`src/rtl/isb_pkg.sv`:
```
package isb_pkg;
    // pin and request widths
    localparam int ADDR_W = 26;
    localparam int DATA_W = 16;
    localparam int WAIT_W = 4;
    // address fields: dram row/column lanes and cascade lanes
    localparam int DRAM_LO = 1;
    localparam int DRAM_HI = 12;
    localparam int ROW_LO = 13;
    localparam int CASC_LO = 23;
    localparam int CASC_HI = 25;
    // strap settle: reset clears both synchroniser stages, so a pin sample
    // needs two edges after release to reach the second stage
    localparam logic [1:0] STRAP_SETTLE = 2'h3;

    typedef enum logic [2:0] {
        ST_IDLE = 3'b000,
        ST_T1 = 3'b001,
        ST_T2 = 3'b010,
        ST_T3 = 3'b011,
        ST_END = 3'b100
    } isb_state_t;

    typedef enum logic [2:0] {
        KIND_IORD = 3'b000,
        KIND_IOWR = 3'b001,
        KIND_MEMRD = 3'b010,
        KIND_MEMWR = 3'b011,
        KIND_INTACK = 3'b100,
        KIND_DRAM = 3'b101,
        KIND_INTERNAL = 3'b110
    } isb_kind_t;

    typedef struct packed {
        isb_state_t st;
        isb_kind_t kind;
        logic [ADDR_W-1:0] addr;
        logic [ADDR_W-1:0] reqAddr;
        logic [DATA_W-1:0] wdata;
        logic [DATA_W-1:0] rdata;
        logic [WAIT_W-1:0] waitCnt;
        logic [WAIT_W-1:0] waitProg;
        logic hiByte;
        logic forceWide;
        logic wide;
        logic rspWide;
        logic ready;
        logic done;
        logic busOeN;
        logic dataOeN;
        logic hbOeN;
        logic hbN;
        logic wfOeN;
        logic iorN;
        logic iowN;
        logic memrN;
        logic memwN;
        logic [1:0] strapCnt;
        logic emu;
        logic bootWide;
        logic rdyS1;
        logic rdyS2;
        logic wfS1;
        logic wfS2;
        logic a0S1;
        logic a0S2;
        logic hbS1;
        logic hbS2;
        logic [DATA_W-1:0] datS1;
        logic [DATA_W-1:0] datS2;
    } isb_regs_t;

    // all pins floated, strobes idle, strap capture pending
    localparam isb_regs_t REGS_RST = '{st: ST_IDLE, kind: KIND_IORD,
        busOeN: 1'b1, dataOeN: 1'b1, hbOeN: 1'b1, hbN: 1'b1, wfOeN: 1'b1,
        iorN: 1'b1, iowN: 1'b1, memrN: 1'b1, memwN: 1'b1,
        strapCnt: STRAP_SETTLE, default: '0};
endpackage

```
`src/rtl/isb_bus_unit.sv`:
```
`timescale 1ns/10ps
`default_nettype none
// Summary of operation
// - address outputs hold latched access address
// - dram row then column on lines 12:1
// - cascade lines onto address 25:23 in ack
// - address bit 0 strap selects float mode
// - 16-bit data bus, upper lanes unused narrow
// - high strobe low when odd byte moves
// - high strobe strap gives boot rom width
// - io read strobe low for io reads
// - io write strobe low during io writes
// - memory read strobe low for memory reads
// - memory write strobe low for memory writes
// - feedback low makes access 16-bit, else 8
// - forced-wide region drives feedback low itself
// - ready low stretches the external cycle
// - internal and fastest io take three states
// - waits combine programmed count and ready
module isb_bus_unit
    import isb_pkg::*;
(
    input wire logic clk,                       // 25 MHz t-state clock
    input wire logic sys_rst,                   // sync reset, active high
    input wire logic reqValid,                  // access request
    input wire logic [2:0] reqKind,             // isb_kind_t code
    input wire logic [ADDR_W-1:0] reqAddr,      // byte address
    input wire logic [DATA_W-1:0] reqWrData,    // write data
    input wire logic reqHighByte,               // odd byte takes part
    input wire logic [2:0] reqCascade,          // master cascade lines
    input wire logic reqForce16,                // region forces wide
    input wire logic [WAIT_W-1:0] reqWaitStates, // programmed waits
    output logic reqReady,                      // idle, request taken
    output logic rspDone,                       // one-cycle completion
    output logic [DATA_W-1:0] rspRdData,        // read data
    output logic rspWide,                       // access ran 16-bit
    output logic emulatorFloatMode,             // strapped float mode
    output logic bootRomWide,                   // strapped 16-bit boot
    output logic [ADDR_W-1:0] systemAddressBus, // address pins
    output logic addressOeN,                    // addr/strobes enable
    input wire logic addrStrapIn,               // level on address bit 0
    input wire logic [DATA_W-1:0] systemDataBusIn, // data pins in
    output logic [DATA_W-1:0] systemDataBusOut, // data pins out
    output logic systemDataBusOeN,              // data enable, low drive
    input wire logic highByteStrobeIn,          // high strobe pin level
    output logic highByteStrobeN,               // high strobe out
    output logic highByteStrobeOeN,             // high strobe enable
    output logic ioReadStrobeN,                 // io read command
    output logic ioWriteStrobeN,                // io write command
    output logic memReadStrobeN,                // memory read command
    output logic memWriteStrobeN,               // memory write command
    input wire logic wideDeviceFeedbackIn,      // wide feedback level
    output logic wideDeviceFeedbackOut,         // always low when driven
    output logic wideDeviceFeedbackOeN,         // open-drain enable
    input wire logic readyIn                    // wait-state ready
);
    isb_regs_t q;
    isb_regs_t d;

    // external cycles obey ready and programmed waits, internal ones not
    function automatic logic isExternal(input isb_kind_t k);
        return k != KIND_INTERNAL;
    endfunction

    // next state of the whole unit
    always_comb begin
        d = q;
        d.done = 1'b0;
        // two-stage synchronisers; first stage feeds only the second
        d.rdyS1 = readyIn;
        d.rdyS2 = q.rdyS1;
        d.wfS1 = wideDeviceFeedbackIn;
        d.wfS2 = q.wfS1;
        d.a0S1 = addrStrapIn;
        d.a0S2 = q.a0S1;
        d.hbS1 = highByteStrobeIn;
        d.hbS2 = q.hbS1;
        d.datS1 = systemDataBusIn;
        d.datS2 = q.datS1;
        if (q.strapCnt != 2'h0) begin
            // straps are read only once the synchronisers hold pin levels
            d.strapCnt = q.strapCnt - 2'h1;
            if (q.strapCnt == 2'h1) begin
                d.emu = ~q.a0S2;
                d.bootWide = ~q.hbS2;
                d.busOeN = ~q.a0S2;
                d.hbOeN = ~q.a0S2;
                d.ready = 1'b1;
            end
        end
        case (q.st)
            ST_IDLE: begin
                if (q.ready && reqValid) begin
                    d.st = ST_T1;
                    d.ready = 1'b0;
                    d.kind = isb_kind_t'(reqKind);
                    d.reqAddr = reqAddr;
                    d.addr = reqAddr;
                    if (isb_kind_t'(reqKind) == KIND_DRAM) begin
                        d.addr[DRAM_HI:DRAM_LO] =
                            reqAddr[ROW_LO+DRAM_HI-DRAM_LO:ROW_LO];
                    end
                    if (isb_kind_t'(reqKind) == KIND_INTACK) begin
                        d.addr[CASC_HI:CASC_LO] = reqCascade;
                    end
                    // a lone odd byte is copied to the low lane too so an
                    // 8-bit target still sees it
                    d.wdata = (reqHighByte && reqAddr[0]) ?
                        {reqWrData[15:8], reqWrData[15:8]} : reqWrData;
                    d.hiByte = reqHighByte;
                    d.forceWide = reqForce16;
                    d.waitProg = reqWaitStates;
                    d.dataOeN = q.emu ||
                        !(isb_kind_t'(reqKind) == KIND_IOWR ||
                          isb_kind_t'(reqKind) == KIND_MEMWR);
                    d.hbN = ~reqHighByte;
                    d.wfOeN = q.emu || !reqForce16;
                end
            end
            ST_T1: begin
                d.st = ST_T2;
                if (q.kind == KIND_DRAM) begin
                    d.addr[DRAM_HI:DRAM_LO] = q.reqAddr[DRAM_HI:DRAM_LO];
                end
                // only one command per cycle, chosen by kind
                d.iorN = q.kind != KIND_IORD;
                d.iowN = q.kind != KIND_IOWR;
                d.memrN = q.kind != KIND_MEMRD;
                d.memwN = q.kind != KIND_MEMWR;
                d.waitCnt = isExternal(q.kind) ? q.waitProg : '0;
            end
            ST_T2: begin
                d.st = ST_T3;
            end
            ST_T3: begin
                // feedback synced two edges late: only from t3 on does it
                // reflect the target decoding this access's address
                d.wide = q.forceWide || !q.wfS2;
                // ready is two cycles late through the synchroniser, so a
                // target must pull it low in t1, before the strobes go low
                if (q.waitCnt != '0) begin
                    d.waitCnt = q.waitCnt - 1'b1;
                end else if (!isExternal(q.kind) || q.rdyS2) begin
                    d.st = ST_END;
                    d.iorN = 1'b1;
                    d.iowN = 1'b1;
                    d.memrN = 1'b1;
                    d.memwN = 1'b1;
                end
            end
            ST_END: begin
                d.st = ST_IDLE;
                d.done = 1'b1;
                d.ready = 1'b1;
                d.rspWide = q.wide;
                d.rdata = q.wide ? q.datS2 : {8'h00, q.datS2[7:0]};
                d.dataOeN = 1'b1;
                d.wfOeN = 1'b1;
                d.hbN = 1'b1;
            end
            default: d.st = ST_IDLE;
        endcase
    end

    // one register bank for the whole unit
    always_ff @(posedge clk) begin
        if (sys_rst) begin
            q <= REGS_RST;
        end else begin
            q <= d;
        end
    end

    // every output but the constant feedback level comes straight from the register bank
    assign reqReady = q.ready;
    assign rspDone = q.done;
    assign rspRdData = q.rdata;
    assign rspWide = q.rspWide;
    assign emulatorFloatMode = q.emu;
    assign bootRomWide = q.bootWide;
    assign systemAddressBus = q.addr;
    assign addressOeN = q.busOeN;
    assign systemDataBusOut = q.wdata;
    assign systemDataBusOeN = q.dataOeN;
    assign highByteStrobeN = q.hbN;
    assign highByteStrobeOeN = q.hbOeN;
    assign ioReadStrobeN = q.iorN;
    assign ioWriteStrobeN = q.iowN;
    assign memReadStrobeN = q.memrN;
    assign memWriteStrobeN = q.memwN;
    assign wideDeviceFeedbackOut = 1'b0;
    assign wideDeviceFeedbackOeN = q.wfOeN;
endmodule
`default_nettype wire

```
`config.mk`:
```
export PLATFORM = sky130hd
export DESIGN_NAME = isb_bus_unit
export DESIGN_NICKNAME = d
export VERILOG_FILES = /design/src/rtl/isb_pkg.sv /design/src/rtl/isb_bus_unit.sv
export SDC_FILE = /design/constraint.sdc
export NUM_CORES = 1
export LEC_CHECK = 0
export BUFFER_PORTS_ARGS = -buffer_cell sky130_fd_sc_hd__buf_2
export CAP_MARGIN = 40
export CORE_MARGIN = 1.5
export CORE_UTILIZATION = 52
export CTS_CLUSTER_DIAMETER = 40
export DETAILED_ROUTE_END_ITERATION = 6
export HOLD_SLACK_MARGIN = 0.05
export PLACE_DENSITY = 0.82
export SLEW_MARGIN = 20
export SYNTH_ARGS = -nofsm -noshare
export SYNTH_HDL_FRONTEND = slang
export SYNTH_SLANG_ARGS = --single-unit
```
`constraint.sdc`:
```
create_clock -name clk -period 2 [get_ports clk]
set_input_delay 0.4 -clock clk [delete_from_list [all_inputs] [get_ports clk]]
set_output_delay 0.4 -clock clk [all_outputs]
set_load 0.05 [all_outputs]
```
==> impl_metrics.ini <==
[run_status]
status = completed

[sta]
worst_slew_pin_slew_ps = 634
slew_violations = 0
finClkSkew_ps = 8.23
fmax_mhz = 538
post-route-period-util_pct = 93.0
setup_tns_ps = 0
maxSlewHeadroom_pct = 57.6
period_needed_ps = 1860
final-setup-viol-count = 0
hold_viol_final = 0
rsz0062_at_grt = no
timing.final.ws_setup_ps = 141

[critical_path]
crit_fanout = 12
start_kind = register
arrival_ps = 2240
crit_type = register to register
cp.required_ps = 2380
worst-path-buf-inv = 0
end_kind = register
critical-path-max-stage-delay_ps = 470
cp_top_family = simple AND/OR/NAND/NOR gates
path_cells = or3b_4 -> nand3_1 -> a2bb2oi_1 -> a211oi_2
cp_slowest_cell = dfxtp_1

[place]
port_buffers = 148
dp.final_hpwl_microns = 8530
gp_congestion = 0.871
place_area_sq_um = 6080
pre_cts_slack_ps = 217

[clocking]
clk_pin_slew_worst_paths_ps = 60
cts_max_path_buffers = 2
cts_setup_buffers = 0
cts_sinks = 141
ctsRootBufferMaster = clkbuf_8
cts_tree = yes
clkLatencyLatePin_ps = 520
cts_made_buffers = 17
hold_buffers = 0
cts_htree_levels = 4
cts.repair.resized = 0

[logic_synthesis]
yosys_register_bits = 141
yosysTopAreaCell = dfxtp_1
avgSynthCellArea_sq_um = 8.90
netlist_area_sq_um = 5680
yosysSeqAreaShare_pct = 49.7
muxShareOfSynthArea_pct = 3.00
synthFlopType = dfxtp_1
async_flop_share_pct = 0
ys_types = 41
syn_inst = 638
synthTopCellsByArea = dfxtp_1 50%, buf_4 8.2%, nand2_1 7.9%
synth_fp_nets = 718
yosys_warnings = 0
synth-simple-area-share_pct = 20.8
synth_edf_count = 0
synthXorXnorAreaFrac_pct = 0.154
yosys.area_share.adder_pct = 0.661
synth_top_area_share_pct = 49.7
synth_compound_area_share_pct = 13.9
synth_top_family_by_area = simple AND/OR/NAND/NOR gates

[die]
rows = 37
initial_core_util_pct = 54.3
die_x_microns = 108
core_area_sq_um = 10500
fp.dieH_microns = 108
ios = 150
dieArea_sq_um = 11600

[job]
drv_cap = 0

[drt]
drt_first_iter_violations = 305
dr_total_vias = 4526
viasPerCell = 5.22
routedWlPerCell_microns = 14.3
dr.pass1.iters = 5
routed_wl_microns = 12400
drc = 0
ant_nets = 0

[cells_and_area]
final_common_cell = buf_2
finalNetCount = 797
stdcell_area_sq_um = 6680
area_growth_pct = 17.6
final_cell_mix = 147 x buf_2, 141 x dfxtp_1, 119 x nand2_1, 63 x a21oi_1, 42 x nor2_1
drive_gt1_share_pct = 28.2

[pwr]
leakagePower_nw = 2.81
power_mw = 7.17
power.density_nw_per_um2 = 1070
vdd_drop_max_uv = 758

[grt]
grt_pass1_vias = 4343
overflow = 0
grt_use_total_pct = 22.0
antenna_found_initial = 1
grt_pass1_wl_microns = 19900
grt_max_degree = 53

[worst_hold_path]
hp-class = primary input to register
## flip-flops by register name (all words and copies together), names as in the netlist
name	count
systemAddressBus	26
wideDeviceFeedbackOeN	1
memWriteStrobeN	1
highByteStrobeN	1
rspRdData	16
emulatorFloatMode	1
ioWriteStrobeN	1
systemDataBusOeN	1
bootRomWide	1
memReadStrobeN	1
systemDataBusOut	16
reqReady	1
highByteStrobeOeN	1
ioReadStrobeN	1
d	20
rspDone	1
q	50
rspWide	1
## final cells by class
cell class                 instances  area [sq um]
sequential                       141          2820
antenna                            1          2.50
clock buffer                      19           442
tap                              136           170
multi-input combinational        390          2190
inverter                           6          22.5
clock inverter                    13           151
fill                             848          3790
timing repair buffer             161           878
## metal layers
metal	part of all wire, %	vias to the layer above	track usage (%)
met5	0	-	0
met4	2.3	0	10.1
met1	42	2085	25.7
met3	7.7	26	7.02
li1	-	2234	-
met2	48	181	36.7
## kinds of logic after synthesis
family	Yosys count
adder cells (fa/ha/maj)	3
other	1
buffers and inverters	107
XOR/XNOR	1
AND/OR/NAND/NOR	250
multiplexers	17
flip-flops	141
AO/OA/AOI/OAI	118
## where the power goes
group | internal, mW | leakage [nW] | switching [mW]
Sequential | 2.97 | 1.15 | 0.0925
Clock | 1.87 | 0.291 | 1.21
Combinational | 0.336 | 1.37 | 0.689
## cells in the mapped netlist, drive strengths merged (9+ instances only)
cell type  number
dfxtp         141
nand2         119
buf            83
a21oi          63
nor2           43
nor2b          40
clkbuf         18
nand3          18
a211oi         17
mux2i          17
a2bb2oi        12
o21ai           9
## final timing paths
path	from	endpoint	slack (ps)	cells past startpoint
worst max-delay path	q[154]	systemAddressBus[10]	140	4
worst min register to register	q[32]	bootRomWide	420	1
worst max register to register	q[154]	systemAddressBus[10]	140	4
worst min-delay path	highByteStrobeIn	d[32]	90	2
## through the flow
step | std cells | hold WS, ps | util, %
finish | 867 | 88.3 | 63.8
detailed placement | 834 | 412 | 58.1
floorplan | 638 | 393 | -
global route | 867 | 78.5 | 63.8
global placement | 834 | 403 | 58.1
CTS | 866 | 65.8 | 63.8
Note: power is estimated with default switching activity, not from simulation.
